===== src/logic/bcs_pkg.sv =====
/*
 * Constants, state types and register map of the battery charge sequencer.
 * Assumes a 200 MHz pclk and that every analog decision arrives as a
 * comparator flag from outside the clock domain.
 */
package bcs_pkg;
    // ********************************************************
    // Timing
    // ********************************************************
    localparam int CLK_MHZ         = 200;
    localparam int BBM_DEAD_NS     = 10000;
    localparam int BBM_DEAD_CYC    = (BBM_DEAD_NS * CLK_MHZ + 999) / 1000;
    localparam int GATE_DT_NS      = 30;
    localparam int GATE_DT_CYC     = (GATE_DT_NS * CLK_MHZ + 999) / 1000;
    localparam int RFR_NS          = 80;
    localparam int RFR_CYC         = (RFR_NS * CLK_MHZ) / 1000;
    localparam int TICK_US         = 1000;
    localparam int TICK_CYC        = TICK_US * CLK_MHZ;
    localparam int SS_STEP_US      = 1600;
    localparam int SS_STEP_CYC     = SS_STEP_US * CLK_MHZ;
    localparam int SS_STEPS        = 8;
    localparam int PU_DLY_MS       = 30;
    localparam int SLP_EXIT_MS     = 30;
    localparam int PRE_TMO_MIN     = 30;
    localparam int PRE_TMO_MS      = PRE_TMO_MIN * 60000;
    localparam int KTTC_DMIN_PER_NF = 56;
    localparam int KTTC_MS_PER_NF  = KTTC_DMIN_PER_NF * 6000;
    localparam int BOOT_LOW_CYCLES = 3;
    localparam int PWM_PERIOD_CYC  = 333;
    // ********************************************************
    // Comparator flag positions
    // ********************************************************
    localparam int I_CE = 0, I_UVLO = 1, I_LOW = 2, I_ACIN = 3, I_W200 = 4, I_OVP = 5;
    localparam int I_REGOK = 6, I_REGOVL = 7, I_HOT = 8, I_TSF = 9, I_BLOWV = 10;
    localparam int I_BRECH = 11, I_FBRECH = 12, I_ITERM = 13, I_TTCLO = 14;
    localparam int I_TTCREF = 15, I_BOOTLO = 16, I_S5MV = 17, I_B2V = 18;
    localparam int I_AVGLO = 19, I_DPM = 20, I_PWM = 21, NIN = 22;
    // ********************************************************
    // Registers
    // ********************************************************
    localparam logic [7:0]  REG_TCAP  = 8'h00;
    localparam logic [7:0]  REG_ICHG  = 8'h04;
    localparam logic [7:0]  REG_STAT  = 8'h08;
    localparam logic [7:0]  REG_STMR  = 8'h0C;
    localparam logic [6:0]  TCAP_RST  = 7'h0A;
    localparam logic [15:0] ICHG_RST  = 16'h20FF;

    typedef enum logic [2:0] {C_IDLE = 3'b000, C_PRE = 3'b001, C_FAST = 3'b010,
                              C_DONE = 3'b011, C_FAULT = 3'b100} bcs_chg_t;
    typedef enum logic [2:0] {P_BAT = 3'b000, P_WAIT = 3'b001, P_BBA = 3'b010,
                              P_AC = 3'b011, P_DROP = 3'b100, P_BBB = 3'b101} bcs_pth_t;
    typedef enum logic [2:0] {G_OFF = 3'b000, G_DTH = 3'b001, G_HS = 3'b010,
                              G_DTL = 3'b011, G_LS = 3'b100, G_DTR = 3'b101,
                              G_RFR = 3'b110} bcs_gst_t;
endpackage


===== src/logic/bcs_top.sv =====
/*
 * Battery charge sequencer: charge state machine, safety timers,
 * power-path selector, soft-start reference and gate sequencing.
 * Assumes an APB master on pclk and asynchronous comparator flags.
 */
`timescale 1ns/100ps
`default_nettype none
module bcs_top #(
    parameter int TICK_CYCLES = bcs_pkg::TICK_CYC,
    parameter int SS_STEP_CYCLES = bcs_pkg::SS_STEP_CYC,
    parameter int PRE_TMO_TICKS = bcs_pkg::PRE_TMO_MS,
    parameter int PWM_PERIOD = bcs_pkg::PWM_PERIOD_CYC
) (
    // Clock and reset
    input  wire logic                     pclk,
    input  wire logic                     presetn,
    // APB
    input  wire logic                     psel,
    input  wire logic                     penable,
    input  wire logic                     pwrite,
    input  wire logic [7:0]               paddr,
    input  wire logic [31:0]              pwdata,
    output logic      [31:0]              prdata,
    output logic                          pready,
    output logic                          pslverr,
    // Comparator flags and enable pin
    input  wire logic [bcs_pkg::NIN-1:0]  cmp_flags,
    // Power path and converter
    output logic                          adapter_switch_drive,
    output logic                          battery_switch_drive,
    output logic                          hs_gate,
    output logic                          ls_gate,
    output logic      [7:0]               charge_ref,
    output logic                          charge_active,
    output logic                          charge_fault
);
    import bcs_pkg::*;

    // ********************************************************
    // State
    // ********************************************************
    typedef struct packed {
        logic [NIN-1:0] s1;
        logic [NIN-1:0] s2;
        logic           ce_q;
        logic           rcv_q;
        bcs_chg_t       chg;
        bcs_pth_t       pth;
        bcs_gst_t       gst;
        logic [31:0]    tick_cnt;
        logic [31:0]    pu_ms;
        logic [31:0]    pre_ms;
        logic [31:0]    saf_ms;
        logic [31:0]    path_cnt;
        logic [31:0]    ss_cnt;
        logic [3:0]     ss_step;
        logic [7:0]     dpm_trim;
        logic [15:0]    per_cnt;
        logic [7:0]     dt_cnt;
        logic [2:0]     boot_cnt;
        logic           dcm_done;
        logic [6:0]     tcap;
        logic [15:0]    ichg;
        logic [31:0]    rdata;
        logic           rerr;
        logic [7:0]     ref_r;
    } bcs_st_t;

    bcs_st_t r, nxt;
    logic [NIN-1:0] f;
    logic tick, en, run, sync_md, cyc0, adp, tmr_en, term;
    logic [31:0] saf_lim;
    logic [15:0] ss_ref;

    function automatic logic addr_ok(input logic [7:0] a);
        addr_ok = (a == REG_TCAP) || (a == REG_ICHG) || (a == REG_STAT) || (a == REG_STMR);
    endfunction

    // ********************************************************
    // Next state
    // ********************************************************
    always_comb begin
        nxt = r;
        // Flags pass two flops; only s2 is read by logic
        nxt.s1 = cmp_flags;
        nxt.s2 = r.s1;
        f = r.s2;
        tick = (r.tick_cnt == 32'(TICK_CYCLES - 1));
        nxt.tick_cnt = tick ? 32'h0 : r.tick_cnt + 32'h1;
        if (tick && r.pu_ms < 32'(PU_DLY_MS)) begin
            nxt.pu_ms = r.pu_ms + 32'h1;
        end
        // Every enable condition, stop conditions included
        en = f[I_CE] && !f[I_UVLO] && !f[I_LOW] && f[I_ACIN] && !f[I_OVP]
             && (r.pu_ms >= 32'(PU_DLY_MS)) && f[I_REGOK] && !f[I_REGOVL]
             && !f[I_HOT] && !f[I_TSF];
        tmr_en = !f[I_TTCLO] && !f[I_TTCREF];
        saf_lim = 32'(r.tcap) * 32'(KTTC_MS_PER_NF);
        term = !f[I_TTCLO] && f[I_FBRECH] && f[I_ITERM] && (r.ss_step == 4'(SS_STEPS));
        nxt.ce_q = f[I_CE];
        nxt.rcv_q = f[I_OVP] || f[I_LOW] || !f[I_ACIN];

        // Charge sequence
        case (r.chg)
            C_IDLE: begin
                if (en) begin
                    nxt.chg = f[I_BLOWV] ? C_PRE : C_FAST;
                    nxt.pre_ms = 32'h0;
                    nxt.ss_step = 4'h1;
                    nxt.ss_cnt = 32'h0;
                end
            end
            C_PRE: begin
                if (tick) begin
                    nxt.pre_ms = r.pre_ms + 32'h1;
                end
                if (r.pre_ms >= 32'(PRE_TMO_TICKS)) begin
                    nxt.chg = C_FAULT;
                end else if (!f[I_BLOWV]) begin
                    nxt.chg = C_FAST;
                    nxt.ss_step = 4'h1;
                    nxt.ss_cnt = 32'h0;
                end
            end
            C_FAST: begin
                if (r.ss_step != 4'(SS_STEPS)) begin
                    if (r.ss_cnt == 32'(SS_STEP_CYCLES - 1)) begin
                        nxt.ss_cnt = 32'h0;
                        nxt.ss_step = r.ss_step + 4'h1;
                    end else begin
                        nxt.ss_cnt = r.ss_cnt + 32'h1;
                    end
                end
                if (tmr_en && tick) begin
                    nxt.saf_ms = r.saf_ms + 32'h1;
                end
                if (tmr_en && r.saf_ms >= saf_lim) begin
                    nxt.chg = C_FAULT;
                end else if (term) begin
                    nxt.chg = C_DONE;
                end
            end
            C_DONE: begin
                if (f[I_BRECH]) begin
                    nxt.chg = C_IDLE;
                    nxt.saf_ms = 32'h0;
                end
            end
            C_FAULT: begin
                // Only a timer or precharge fault lands here
                if (f[I_BRECH] || !f[I_CE]) begin
                    nxt.chg = C_IDLE;
                    nxt.saf_ms = 32'h0;
                end
            end
            default: nxt.chg = C_IDLE;
        endcase
        if (!en && r.chg != C_FAULT) begin
            nxt.chg = C_IDLE;
        end
        if (f[I_CE] != r.ce_q) begin
            nxt.chg = C_IDLE;
            nxt.saf_ms = 32'h0;
        end
        if (f[I_TTCLO] || (r.rcv_q && !nxt.rcv_q)) begin
            nxt.saf_ms = 32'h0;
        end

        // Input limit trims current one step per tick
        if (tick) begin
            if (f[I_DPM] && r.dpm_trim != 8'hFF) begin
                nxt.dpm_trim = r.dpm_trim + 8'h1;
            end else if (!f[I_DPM] && r.dpm_trim != 8'h00) begin
                nxt.dpm_trim = r.dpm_trim - 8'h1;
            end
        end
        ss_ref = (16'(r.ichg[7:0]) * 16'(r.ss_step)) >> 3;
        if (r.chg == C_PRE) begin
            nxt.ref_r = r.ichg[15:8];
        end else if (r.chg == C_FAST) begin
            nxt.ref_r = (ss_ref[7:0] > r.dpm_trim) ? ss_ref[7:0] - r.dpm_trim : 8'h00;
        end else begin
            nxt.ref_r = 8'h00;
        end

        // Power path; lockout goes straight to battery, a lost adapter from P_AC only through P_DROP and P_BBB
        adp = f[I_ACIN] && !f[I_OVP];
        nxt.path_cnt = r.path_cnt + 32'h1;
        case (r.pth)
            P_BAT: begin
                nxt.path_cnt = 32'h0;
                if (adp) begin
                    nxt.pth = P_WAIT;
                end
            end
            P_WAIT: begin
                nxt.path_cnt = tick ? r.path_cnt + 32'h1 : r.path_cnt;
                if (!adp) begin
                    nxt.pth = P_BAT;
                end else if (r.path_cnt >= 32'(SLP_EXIT_MS)) begin
                    nxt.pth = P_BBA;
                    nxt.path_cnt = 32'h0;
                end
            end
            P_BBA: begin
                if (r.path_cnt == 32'(BBM_DEAD_CYC - 1)) begin
                    nxt.pth = P_AC;
                end
            end
            P_AC: begin
                if (!adp) begin
                    nxt.pth = P_DROP;
                end
            end
            P_DROP: begin
                nxt.path_cnt = 32'h0;
                if (f[I_W200] || f[I_OVP]) begin
                    nxt.pth = P_BBB;
                end else if (adp) begin
                    nxt.pth = P_AC;
                end
            end
            P_BBB: begin
                if (r.path_cnt == 32'(BBM_DEAD_CYC - 1)) begin
                    nxt.pth = P_BAT;
                end
            end
            default: nxt.pth = P_BAT;
        endcase
        if (f[I_UVLO]) begin
            nxt.pth = P_BAT;
        end

        // Gate sequencing
        run = (r.chg == C_PRE || r.chg == C_FAST) && en;
        sync_md = f[I_S5MV] && !f[I_B2V] && !f[I_AVGLO];
        cyc0 = (r.per_cnt == 16'h0);
        nxt.per_cnt = (r.per_cnt == 16'(PWM_PERIOD - 1)) ? 16'h0 : r.per_cnt + 16'h1;
        if (cyc0) begin
            nxt.dcm_done = 1'b0;
            nxt.boot_cnt = f[I_BOOTLO] ? ((r.boot_cnt == 3'h7) ? 3'h7 : r.boot_cnt + 3'h1)
                                       : 3'h0;
        end
        nxt.dt_cnt = r.dt_cnt + 8'h1;
        case (r.gst)
            G_OFF: begin
                nxt.dt_cnt = 8'h0;
                if (run && f[I_PWM]) begin
                    nxt.gst = G_DTH;
                end else if (run && !sync_md && f[I_BOOTLO] && !r.dcm_done) begin
                    // Dead time first, high side may have just turned off
                    nxt.gst = G_DTR;
                end else if (run && sync_md) begin
                    nxt.gst = G_DTL;
                end
            end
            G_DTH: begin
                if (r.dt_cnt == 8'(GATE_DT_CYC - 1)) begin
                    nxt.gst = G_HS;
                end
            end
            G_HS: begin
                nxt.dt_cnt = 8'h0;
                if (!run) begin
                    nxt.gst = G_OFF;
                end else if (r.boot_cnt > 3'(BOOT_LOW_CYCLES)) begin
                    nxt.gst = G_DTR;
                end else if (!f[I_PWM]) begin
                    nxt.gst = sync_md ? G_DTL : G_OFF;
                end
            end
            G_DTL, G_DTR: begin
                if (r.dt_cnt == 8'(GATE_DT_CYC - 1)) begin
                    nxt.gst = (r.gst == G_DTR) ? G_RFR : G_LS;
                    nxt.dt_cnt = 8'h0;
                end
            end
            G_LS: begin
                nxt.dt_cnt = 8'h0;
                if (!run || !sync_md) begin
                    nxt.gst = G_OFF;
                end else if (f[I_PWM]) begin
                    nxt.gst = G_DTH;
                end
            end
            G_RFR: begin
                if (r.dt_cnt == 8'(RFR_CYC - 1)) begin
                    nxt.gst = G_OFF;
                    nxt.dcm_done = 1'b1;
                    nxt.boot_cnt = 3'h0;
                end
            end
            default: nxt.gst = G_OFF;
        endcase

        // APB: data captured in setup, write on access
        if (psel && !penable) begin
            nxt.rerr = !addr_ok(paddr);
            case (paddr)
                REG_TCAP: nxt.rdata = {25'h0, r.tcap};
                REG_ICHG: nxt.rdata = {16'h0, r.ichg};
                REG_STAT: nxt.rdata = {16'h0, r.ref_r, 1'b0, r.pth, 1'b0, r.chg};
                REG_STMR: nxt.rdata = r.saf_ms;
                default:  nxt.rdata = 32'h0;
            endcase
        end
        if (psel && penable && pwrite) begin
            if (paddr == REG_TCAP) begin
                nxt.tcap = pwdata[6:0];
            end
            if (paddr == REG_ICHG) begin
                nxt.ichg = pwdata[15:0];
            end
        end
    end

    // ********************************************************
    // Registers
    // ********************************************************
    always_ff @(posedge pclk or negedge presetn) begin
        if (!presetn) begin
            r <= '{s1: '0, s2: '0, ce_q: 1'b0, rcv_q: 1'b0, chg: C_IDLE, pth: P_BAT,
                   gst: G_OFF, tick_cnt: 32'h0, pu_ms: 32'h0, pre_ms: 32'h0,
                   saf_ms: 32'h0, path_cnt: 32'h0, ss_cnt: 32'h0, ss_step: 4'h0,
                   dpm_trim: 8'h00, per_cnt: 16'h0, dt_cnt: 8'h0, boot_cnt: 3'h0,
                   dcm_done: 1'b0, tcap: TCAP_RST, ichg: ICHG_RST, rdata: 32'h0,
                   rerr: 1'b0, ref_r: 8'h00};
        end else begin
            r <= nxt;
        end
    end

    // ********************************************************
    // Outputs
    // ********************************************************
    assign adapter_switch_drive = (r.pth == P_AC) || (r.pth == P_DROP);
    assign battery_switch_drive = (r.pth == P_BAT) || (r.pth == P_WAIT);
    assign hs_gate = (r.gst == G_HS);
    assign ls_gate = (r.gst == G_LS) || (r.gst == G_RFR);
    assign charge_ref = r.ref_r;
    assign charge_active = (r.chg == C_PRE) || (r.chg == C_FAST);
    assign charge_fault = (r.chg == C_FAULT);
    assign prdata = r.rdata;
    assign pready = 1'b1;
    assign pslverr = psel && penable && r.rerr;
endmodule // bcs_top
`default_nettype wire


===== config.mk =====
export PLATFORM = sky130hd
export DESIGN_NAME = bcs_top
export DESIGN_NICKNAME = d
export VERILOG_FILES = /design/src/logic/bcs_pkg.sv /design/src/logic/bcs_top.sv
export SDC_FILE = /design/constraint.sdc
export NUM_CORES = 1
export LEC_CHECK = 0
export ABC_CLOCK_PERIOD_IN_PS = 5500
export BUFFER_PORTS_ARGS = -buffer_cell sky130_fd_sc_hd__buf_2
export CORE_MARGIN = 4
export CORE_UTILIZATION = 60
export DETAILED_ROUTE_END_ITERATION = 8
export PLACE_DENSITY = 0.88
export SKIP_LAST_GASP = 1
export SYNTH_ARGS = -nofsm -noshare
export SYNTH_HDL_FRONTEND = slang
export SYNTH_SLANG_ARGS = --single-unit

===== constraint.sdc =====
create_clock -name pclk -period 5.5 [get_ports pclk]
set_input_delay 0.275 -clock pclk [delete_from_list [all_inputs] [get_ports pclk]]
set_output_delay 0.275 -clock pclk [all_outputs]
set_load 0.05 [all_outputs]

# Word-level counts from Yosys, hierarchy flattened
# Index checks and enable logic that the tools add are counted.
# Widths: inputs -> output; s select.
# op_classes
muxes	70
eq_ne	56
magnitude_cmp	7
addsub	13
mul	2
n_reduce_logical	89
# op_table
op	n
$mux 32	12
$add 32x1->32 const B	6
$mux 36	4
$pmux 32 s2	2
$pmux 32 s4	1
$pmux 36 s3	1
$pmux 32 s3	1
$mux 3	31
$ge 32x5->1 const B	2
$mux 8	6
$pmux 3 s6	2
$logic_and 1x1->1	33
$eq 32x11->1 const B	1
$eq 32x18->1 const B	1
$eq 32x19->1 const B	1
$ge 32x21->1 const B	1
$ge 32x26->1	1
$lt 32x5->1 const B	1
$ne 4x4->1 const B	8
$eq 8x4->1 const B	3
$eq 3x3->1 const B	7
$logic_not 1->1	20
$mul 7x12->19 const B	1
$eq 3x2->1 const B	6
40 further kinds	85
# word_totals
register_bits	351
out_inout_bits	48

# Depth between registers and ports, before layout
# Gate-level depths: netlist of the first run.
# depth
depth_word	17
mapped_depth	22
mapped_depth_nobuf	21

# Worst setup path before layout of the first run
# Ideal clock, no wire load.
# synth_path
path_type	flip-flop to flip-flop
startpoint	register r[103] in the netlist's numbering
endpoint	register r (netlist bit charge_ref[3])
arrival_time_ns	4.169
t_required_ns	5.405
setup_slack_ns	1.236
path_stages_with_launch	22
period_less_slack_ns	4.264
setup_time_ns	0.095
n_path_buf	1
cell_sequence	dfrtp_1 clkbuf_1 nand2_1 fa_1 inv_1 fa_1 ha_1 nor2b_1 o21ai_0 nand2b_1 a21o_1 a21oi_1 o21ai_0 xnor2_1 ha_1 nand4_1 nor2_1 nor2_1 o21ai_0 a21oi_1 inv_1 o31ai_1
# synth_lines
item	line	rtl
start: declaration	bcs_top.sv:69	bcs_st_t r, nxt;
start signal: assignment	bcs_top.sv:322	r <= '{s1: '0, s2: '0, ce_q: 1'b0, rcv_q: 1'b0, chg: C_IDLE, pth: P_BAT,
start signal: assignment	bcs_top.sv:329	r <= nxt;

# Worst setup path in the final report of the first run
# layout_path
startpoint	register r[58] in the netlist's numbering
endpoint	register r[302] in the netlist's numbering
# layout_between
elab_chain_len	7
word_cells_on_any_way	9
cone_classes	mul (1); order compare (1); eq/ne (1); mux (4); reduce/logical (2)
# layout_lines
item	line	rtl
$mul 7x12->19 (*)	bcs_top.sv:98	saf_lim = 32'(r.tcap) * 32'(KTTC_MS_PER_NF);
$ge 32x26->1 (*)	bcs_top.sv:137	if (tmr_en && r.saf_ms >= saf_lim) begin
$logic_and 1x1->1 (*)	bcs_top.sv:137	
$mux 3	bcs_top.sv:137	
$pmux 3 s5	bcs_top.sv:104	case (r.chg)
$mux 3	bcs_top.sv:158	if (!en && r.chg != C_FAULT) begin
$mux 3	bcs_top.sv:161	if (f[I_CE] != r.ce_q) begin
# Mark *: on every way between the ends. The rest lies on a longest branch, timed or not.
# A chain may end at the register's enable or synchronous reset.

==> results of run 1 <==
flip-flops by register name, indices dropped and copies added (netlist names):
name / flops
r: 267
nxt: 22
f: 22
prdata: 32
charge_ref: 8
worst max-delay path: stages, from the launching register on:
cell and delay [ps]:
dfstp_2 600, ha_1 260, ha_1 290, ha_1 300
ha_1 300, ha_1 320, nand2_1 120, o21bai_1 90
a21oi_1 310, o21bai_1 120, a21oi_1 180, xnor2_1 140
ha_1 280, a21oi_1 150, o21ai_0 120, o31ai_1 440
nand3_1 230, o211a_1 210, a211oi_1 220
final cells by class:
cell class / count / area (sq um) / share of cell area
Multi-Input combinational cell: 1374 / 9270 / 0.441
Inverter: 73 / 274 / 0.0130
Clock inverter: 16 / 160 / 0.00762
Timing Repair Buffer: 144 / 948 / 0.0451
Tap cell: 396 / 495 / 0.0236
Sequential cell: 351 / 8800 / 0.418
Clock buffer: 53 / 1080 / 0.0512
kinds of logic (layout without fill, tap and decap cells):
logic type,Yosys count,in the layout
AO/OA/AOI/OAI,363,363
XOR/XNOR,139,139
adder cells (fa/ha/maj),107,107
buffers and inverters,202,286
flip-flops,351,351
multiplexers,39,39
other,1,1
AND/OR/NAND/NOR,725,725
where the power goes:
part	total (W)	internal, W	switching (W)
logic	0.000299	0.000104	0.000195
clock network	0.00252	0.00148	0.00104
registers	0.00264	0.00261	0.0000306
total	0.00545	0.00419	0.00127
through the flow:
step,hold WS [ps],total power [W]
floorplan,-20.6,0.00283
global placement,333,0.00295
detailed placement,336,0.00296
CTS,0.333,0.00549
global route,8.30,0.00564
finish,1.41,0.00545
path summary, 6_finish.rpt:
check / end / from / cells after the start
setup / recovery: r[302] / r[58] / 18
setup reg to reg: r[302] / r[58] / 18
min in group asynchronous: r[165] / presetn / 2
hold reg to reg: f[5] / nxt[312] / 0
max in group asynchronous: r[270] / presetn / 3
hold / removal: r[58] / pwdata[1] / 3
per-layer routing:
metal / vias to the layer above / track usage / wire length (um)
met5: - / 0 / 0
met3: 132 / 0.0389 / 2620
li1: 6928 / - / -
met2: 582 / 0.428 / 21400
met1: 7377 / 0.337 / 18200
met4: 0 / 0.0895 / 1490
Yosys cell counts (6+ instances only):
cell and n:
nand4_1 54, nand3_1 86, a21oi_1 71, and4_1 19, ha_1 92, a22o_1 22, nor2b_1 21, mux2i_1 6
o211ai_1 7, nor2_1 171, a22oi_1 9, mux2_2 27, nor3_1 29, a211oi_1 10, inv_1 73, o21bai_1 7
nor3b_1 6, xor2_1 69, buf_4 43, o41ai_1 10, nor4b_1 6, nor4_1 34, clkbuf_1 69, a21o_1 11
o31ai_1 38, xnor2_1 70, or3_1 17, dfrtp_1 340, and2_1 22, o21ai_0 120, a31oi_1 15, nand2b_1 17
dfstp_2 11, nand2_1 168, fa_1 15, buf_2 8, and3_1 35
repair_timing:
action / in CTS / in global routing
endpoints found under the setup margin: 0 / 0
hold endpoints to repair: 141 / 1
resized for setup: 0 / 0
hold buffers: 34 / 1
buffers inserted: 0 / 0
==> impl_metrics.py, run 1 <==
metrics = {
    "placement": {
        "routabilityCongestion": 0.947,
        "dp.cells": 2303,
        "numPortBuffers": 97,
        "dp_hpwl_um": 29500,
        "post-place-ws_ps": 828,
        "place_area_sq_um": 19400,
    },
    "logic_synthesis": {
        "yosysSeqAreaShare": 0.462,
        "synth_compound_area_frac": 0.124,
        "synthXorXnorAreaFrac": 0.0640,
        "yosys.area.top_type": "dfrtp_1",
        "yosysWarnings": 0,
        "synthTopCellsByArea": "dfrtp_1 (45%), ha_1 (6.0%), nor2_1 (3.4%)",
        "synth_seq_cells": 351,
        "synth.mux.area_fraction": 0.0264,
        "synth_cells": 1927,
        "synth_top_family_by_area": "simple AND/OR/NAND/NOR gates",
        "async_flop_share": 1.00,
        "synth_fa_ha_area_frac": 0.0763,
        "synth_edf_count": 0,
        "synth_cell_types": 95,
        "netlist_area_sq_um": 19000,
        "avgSynthCellArea_sq_um": 9.88,
        "syn-num-nets": 2101,
        "synth-simple-area-share": 0.196,
        "yosysTopAreaCellShare": 0.447,
        "synth-main-ff-cell": "dfrtp_1",
    },
    "timing": {
        "setup_viol_count_final": 0,
        "rsz0062_at_grt": "no",
        "period_minus_slack_ps": 4800,
        "drv_slew": 0,
        "clock_skew_ps": 20.0,
        "tns_ps": 0,
        "fmax_mhz": 208,
        "finalHoldViolations": 0,
        "setup_ws_ps": 704,
        "relSlewSlack": 0.153,
        "period_share": 0.872,
        "worstMarginPinSlew_ps": 1270,
    },
    "clock_tree": {
        "cts_buffer_depth": 3,
        "cts.sinks": 351,
        "cts_buffers": 38,
        "clkTransAtPathRegs_ps": 60,
        "clock_insertion_delay_worst_skew_ps": 540,
        "h-tree-depth": 2,
        "cts_tree": "done",
        "root_buffer": "clkbuf_16",
    },
    "detailed_routing": {
        "routed_wirelength_um": 43700,
        "route.detailed.drc": 0,
        "drt_iter0_markers": 1426,
        "firstDrtPassIters": 7,
        "ant_nets": 0,
        "viasPerCell": 6.24,
        "vias": 15019,
        "routedWlPerCell_um": 18.2,
    },
    "grt": {
        "antenna_found_initial": 0,
        "first_global_vias": 14869,
        "grt_pass1_wl_um": 73100,
        "gr-total-overflow": 0,
        "grt_max_degree": 201,
        "grtUsageTotal": 0.254,
    },
    "critical_path": {
        "arrival_ps": 5240,
        "path_class": "flip-flop to flip-flop",
        "start_kind": "flip-flop",
        "crit_required_ps": 5940,
        "critical_path.max_fanout": 5,
        "end_kind": "flip-flop",
        "timing.reg2reg.setup_slack_ps": 700,
    },
    "die": {
        "dieArea_sq_um": 34600,
        "start_util": 0.616,
        "top_level_ports": 115,
        "rows": 64,
        "fp.dieW_um": 186,
        "coreArea_sq_um": 30900,
        "die_y_um": 186,
    },
    "outcome": {
        "status": "finished clean",
    },
    "cells_and_area": {
        "area_growth_pct": 10.5,
        "fin_area_sq_um": 21000,
        "fin_cells": 2407,
        "layout_commonest_cell": "dfrtp_1",
        "fin_util": 0.680,
        "drive_above_1_share": 0.119,
        "num-nets-final": 2156,
        "fillers": 2165,
        "final_cell_mix": "dfrtp_1 (340), nor2_1 (171), nand2_1 (168)",
        "diodes": 0,
    },
    "power_and_ir_drop": {
        "power.density_nw_per_um2": 259,
        "ir_drop_mv": 0.329,
        "leakagePower_nw": 9.62,
    },
    "hold_path": {
        "worstHoldPathType": "primary input to flip-flop",
    },
    "run": {
        "cap_violations": 0,
    },
}
No activity file was read; power rests on OpenSTA's default activity.
==> run 2: changes to the inputs <==
- MAX_ROUTING_LAYER: not set -> met4
==> run 2 against run 1 <==
  * Maximum frequency fell by 3.1%
  * Utilization increased by 0.17 points
  * Largest power group unchanged
  * Cell area is 0.25% higher
  * Sequential cell count stayed put
  * Sequential share of layout area down 0.10 points
  * Hold slack better by 16 ps
  * Total power rose by 1.7%
  * Combinational power is essentially flat
  * Largest cell class unchanged
  * Wire length fell by 1.1%
  * Critical path depth is 1 higher
  * Critical path type unchanged
==> impl_metrics.py, run 2 (same netlist as run 1, synthesis figures left out) <==
metrics = {
    "outcome": {
        "status": "finished clean",
    },
    "critical_path": {
        "start_kind": "flip-flop",
        "end_kind": "flip-flop",
        "slowest_stage": "dfstp_2",
        "crit_required_ps": 5930,
        "path_class": "flip-flop to flip-flop",
        "crit_chain": "ha_1 -> ha_1 -> ha_1 -> ha_1 -> ha_1 -> nand2_1 -> nor2_1 -> o21ai_0 -> a21oi_1 -> o41ai_1 -> xor2_1 -> ha_1 -> and3_1 -> o2111ai_1 -> nor3_1 -> a31oi_1 -> nand3_1 -> o211a_1 -> a211oi_1",
        "slowest_delay_ps": 600,
        "crit_top_cell": "ha_1",
        "arrival_ps": 5380,
        "critical_path.max_fanout": 5,
    },
    "die": {
        "rows": 64,
        "fp.dieW_um": 186,
        "start_util": 0.616,
        "top_level_ports": 115,
        "dieArea_sq_um": 34600,
        "coreArea_sq_um": 30900,
        "die_y_um": 186,
    },
    "cells_and_area": {
        "largest_reg_flops": 267,
        "drive_above_1_share": 0.119,
        "fillers": 2182,
        "area_growth_pct": 10.7,
        "layout_commonest_cell": "dfrtp_1",
        "fin_cells": 2407,
        "largest-register": "r",
        "num-nets-final": 2155,
        "final_cell_mix": "dfrtp_1 (340), nor2_1 (171), nand2_1 (168)",
    },
    "detailed_routing": {
        "routedWlPerCell_um": 17.9,
        "viasPerCell": 6.19,
        "firstDrtPassIters": 7,
        "vias": 14898,
        "routed_wirelength_um": 43200,
        "route.detailed.drc": 0,
        "drt_iter0_markers": 1227,
        "ant_nets": 0,
    },
    "timing": {
        "relSlewSlack": 0.178,
        "timing.hold.ws_ps": 17.5,
        "finalHoldViolations": 0,
        "period_minus_slack_ps": 4950,
        "period_share": 0.900,
        "clock_skew_ps": 23.5,
        "setup_viol_count_final": 0,
        "rsz0062_at_grt": "no",
        "worstMarginPinSlew_ps": 1230,
        "tns_ps": 0,
        "fmax_mhz": 202,
        "drv_slew": 0,
    },
    "grt": {
        "use_met1": 0.341,
        "grtUsageTotal": 0.259,
        "antenna_found_initial": 1,
        "gr-total-overflow": 0,
        "first_global_vias": 14856,
        "grt_util_met3": 0.0371,
        "busiest_layer": "met2",
        "grt_pass1_wl_um": 72500,
        "grt_max_degree": 158,
        "globalRouteMet2Util": 0.415,
    },
    "power_and_ir_drop": {
        "leakagePower_nw": 9.63,
        "power.density_nw_per_um2": 263,
        "totalPowerFinal_w": 0.00555,
        "ir_drop_mv": 0.286,
    },
    "placement": {
        "numPortBuffers": 97,
        "dp_hpwl_um": 29400,
        "routabilityCongestion": 0.935,
        "dp.cells": 2303,
    },
    "run": {
        "cap_violations": 0,
    },
    "clock_tree": {
        "h-tree-depth": 2,
        "clock_insertion_delay_worst_skew_ps": 540,
        "cts_buffer_depth": 3,
        "cts_tree": "done",
        "cts_buffers": 38,
        "root_buffer": "clkbuf_16",
        "cts.sinks": 351,
        "cts_setup_buffers": 0,
        "clkTransAtPathRegs_ps": 60,
    },
    "hold_path": {
        "worstHoldPathType": "primary input to flip-flop",
    },
}
## run 2: cell count changes in the layout (fill, tap and decap cells not counted), sizes merged
cell,previous run,this run
clkinvlp,0,2
dlygate4sd3,35,34
bufinv,2,3
clkbuf,53,55
diode,0,1
clkinv,10,6
inv,77,76
## run 2: worst paths after layout
| path | to | from | cells past startpoint | slack, ps |
|---|---|---|---|---|
| worst max-delay path | r[302] | r[58] | 19 | 550 |
| worst min-delay path | r[55] | pwdata[14] | 2 | 20 |
| worst max register to register | r[302] | r[58] | 19 | 550 |
| worst min register to register | f[5] | nxt[312] | 0 | 350 |
| max in group asynchronous | r[92] | presetn | 3 | 3910 |
| min in group asynchronous | r[165] | presetn | 2 | 290 |
## run 2: timing repair
item	CTS	global route
hold buffers	33	1
gates resized for setup	0	0
hold endpoints to repair	95	1
endpoints found under the setup margin	0	0
## run 2: layer usage
layer	wire (um)	vias up	share of wire
met5	0	-	0
met4	1420	0	0.033
met3	2570	121	0.059
met2	20800	572	0.48
met1	18400	7282	0.43
li1	-	6923	-
## run 2: cell type report
type                       count  area, sq um  area share
multi-input combinational   1374         9270       0.440
sequential                   351         8800       0.417
clock buffer                  55         1090      0.0520
timing repair buffer         143          938      0.0445
tap                          396          495      0.0235
inverter                      73          274      0.0130
clock inverter                14          199     0.00944
antenna                        1         2.50    0.000119
## run 2: where the power goes
part | total, W | switching, W | internal, W | leakage, nW
registers | 0.00264 | 0.0000304 | 0.00261 | 4.71
clock network | 0.00261 | 0.00106 | 0.00155 | 0.630
logic | 0.000301 | 0.000195 | 0.000106 | 4.29
total | 0.00555 | 0.00129 | 0.00426 | 9.63
## run 2: metrics by stage
stage                     setup slack [ps]  utilization  area, sq um
final                                  549        0.682        21100
after floorplan                       1240            -        19000
after CTS                              615        0.681        21100
after global routing                   368        0.682        21100
after global placement                 980        0.629        19400
after detailed placement               667        0.629        19400
## run 2: critical path: cells and delay by family (launching register included)
family,cells,cell delay [ps]
XOR/XNOR,1,220
flip-flops,1,600
adder cells (fa/ha/maj),6,1730
AND/OR/NAND/NOR,5,620
AO/OA/AOI/OAI,7,1690
==> run 3: changes to the inputs <==
- ABC_CLOCK_PERIOD_IN_PS: 5500 -> 6100
- CORE_ASPECT_RATIO: not set -> 0.6
- clock period: 5.5 -> 6.1 ns (I/O delays scaled with it)
==> run 3 against run 2 <==
  * Non-clock buffer count decreased by 1
  * Maximum frequency down 1.7%
  * Die area up 0.27%
  * Cell count up 0.37%
  * Clock power down 15%
  * Via count up 1.6%
  * Global-route usage up 0.57 points
  * Sequential share of layout area is 0.27 points higher
  * Combinational power down 8.3%
  * Sequential cell count unchanged
  * Critical endpoint unchanged
  * Highest routed layer unchanged
  * Setup slack gained 520 ps
==> impl_metrics.py, run 3 (same netlist as run 1, synthesis figures left out) <==
metrics = {
    "critical_path": {
        "crit_top_cell": "ha_1",
        "slowest_delay_ps": 600,
        "end_kind": "flip-flop",
        "arrival_ps": 5470,
        "critical_path.max_fanout": 5,
        "slowest_stage": "dfstp_2",
        "crit_chain": "ha_1 -> ha_1 -> ha_1 -> ha_1 -> ha_1 -> nand2_1 -> nor2_1 -> o21ai_0 -> a21oi_1 -> o41ai_1 -> xor2_1 -> ha_1 -> and3_1 -> o2111ai_1 -> nor3_1 -> a31oi_1 -> nand3_1 -> o211a_1 -> a211oi_1",
        "start_kind": "flip-flop",
        "path_class": "flip-flop to flip-flop",
        "reg2reg_depth": 19,
        "crit_required_ps": 6540,
    },
    "power_and_ir_drop": {
        "p_switching_w": 0.00114,
        "p_clk_frac": 0.455,
        "combPwrFrac": 0.057,
        "intPower_w": 0.00373,
        "leakagePower_nw": 9.55,
        "power.density_nw_per_um2": 232,
        "ir_drop_mv": 0.225,
        "p_sw_frac": 0.235,
        "power_frac_seq": 0.488,
    },
    "clock_tree": {
        "cts_buffers": 34,
        "cts_buffer_depth": 3,
        "clkTransAtPathRegs_ps": 70,
        "root_buffer": "clkbuf_16",
        "cts_tree": "done",
        "clock_insertion_delay_worst_skew_ps": 540,
        "h-tree-depth": 2,
        "cts.sinks": 351,
        "cts_setup_buffers": 0,
    },
    "grt": {
        "antenna_found_initial": 0,
        "grtUsageTotal": 0.265,
        "grt_max_degree": 182,
        "gr-total-overflow": 0,
        "grt_pass1_wl_um": 74600,
        "first_global_vias": 14794,
    },
    "timing": {
        "setup_viol_count_final": 0,
        "tns_ps": 0,
        "rsz0062_at_grt": "no",
        "relSlewSlack": 0.202,
        "period_share": 0.826,
        "period_minus_slack_ps": 5040,
        "clock_skew_ps": 29.7,
        "worstMarginPinSlew_ps": 1200,
        "fmax_mhz": 199,
        "drv_slew": 0,
        "finalHoldViolations": 0,
        "setup_ws_ps": 1060,
    },
    "outcome": {
        "status": "finished clean",
    },
    "cells_and_area": {
        "largest-register": "r",
        "layout_commonest_cell": "dfrtp_1",
        "largest_reg_flops": 267,
        "final_cell_mix": "dfrtp_1 (340), nor2_1 (171), nand2_1 (168)",
        "drive_above_1_share": 0.118,
        "area_growth_pct": 10.0,
        "diodes": 0,
        "num-nets-final": 2150,
        "fin_util": 0.671,
    },
    "placement": {
        "numPortBuffers": 97,
        "routabilityCongestion": 0.970,
        "post-place-ws_ps": 1220,
        "dp_hpwl_um": 30500,
    },
    "detailed_routing": {
        "drt_iter0_markers": 1816,
        "routedWlPerCell_um": 18.7,
        "route.detailed.drc": 0,
        "viasPerCell": 6.27,
        "vias": 15137,
        "routed_wirelength_um": 45100,
        "firstDrtPassIters": 6,
        "ant_nets": 0,
    },
    "hold_path": {
        "hold_path_depth": 2,
        "worstHoldPathType": "primary input to flip-flop",
    },
    "run": {
        "cap_violations": 0,
    },
    "die": {
        "top_level_ports": 115,
        "fp.dieW_um": 238,
        "die_y_um": 146,
        "dieArea_sq_um": 34700,
        "rows": 50,
        "start_util": 0.610,
        "coreArea_sq_um": 31200,
    },
}
-- run 3: repair_timing --
item,in CTS,in global routing
endpoints found under the hold margin,132,0
hold buffers,32,0
gates resized for setup,0,0
-- run 3: area by class of cell --
type,count,area [sq um]
clock buffer,44,950
tap,416,520
multi-input combinational,1374,9270
inverter,73,274
fill,2222,10300
clock inverter,16,203
timing repair buffer,142,926
sequential,351,8800
-- run 3: final timing paths --
path / from / end / slack (ps)
setup / recovery: r[58] / r[302] / 1060
hold / removal: pwdata[13] / r[54] / 10
setup reg to reg: r[58] / r[302] / 1060
hold reg to reg: nxt[328] / f[21] / 350
max in group asynchronous: presetn / r[52] / 4280
min in group asynchronous: presetn / r[73] / 400
-- run 3: critical path: cells and delay by family (launching register included) --
family | cells | cell delay, ps
compound gates | 7 | 1720
xor+xnor | 1 | 240
fa+ha+maj | 6 | 1740
flops | 1 | 600
simple gates | 5 | 640
-- run 3: metrics by stage --
stage,instances,total power (W),hold slack (ps),instance area [sq um]
after detailed placement,2324,0.00267,337,19500
after global routing,2416,0.00503,20.9,20900
final,2416,0.00487,12.6,20900
after global placement,2324,0.00266,333,19500
after CTS,2416,0.00489,2.07,20900
after floorplan,1927,0.00256,9.41,19000
-- run 3: power groups by stage --
stage | logic [W] | registers, W | clock network [W]
after floorplan | 0.000150 | 0.00241 | 0
after global placement | 0.000242 | 0.00242 | 0
after detailed placement | 0.000255 | 0.00242 | 0
after CTS | 0.000275 | 0.00238 | 0.00224
after global routing | 0.000309 | 0.00238 | 0.00235
final | 0.000276 | 0.00238 | 0.00221
-- run 3: layer usage --
metal | GRT usage | vias up | wire length, um
li1 | - | 6902 | -
met4 | 0.0819 | 0 | 1340
met1 | 0.378 | 7384 | 19900
met2 | 0.384 | 726 | 19900
met3 | 0.0540 | 125 | 3940
met5 | - | - | 0
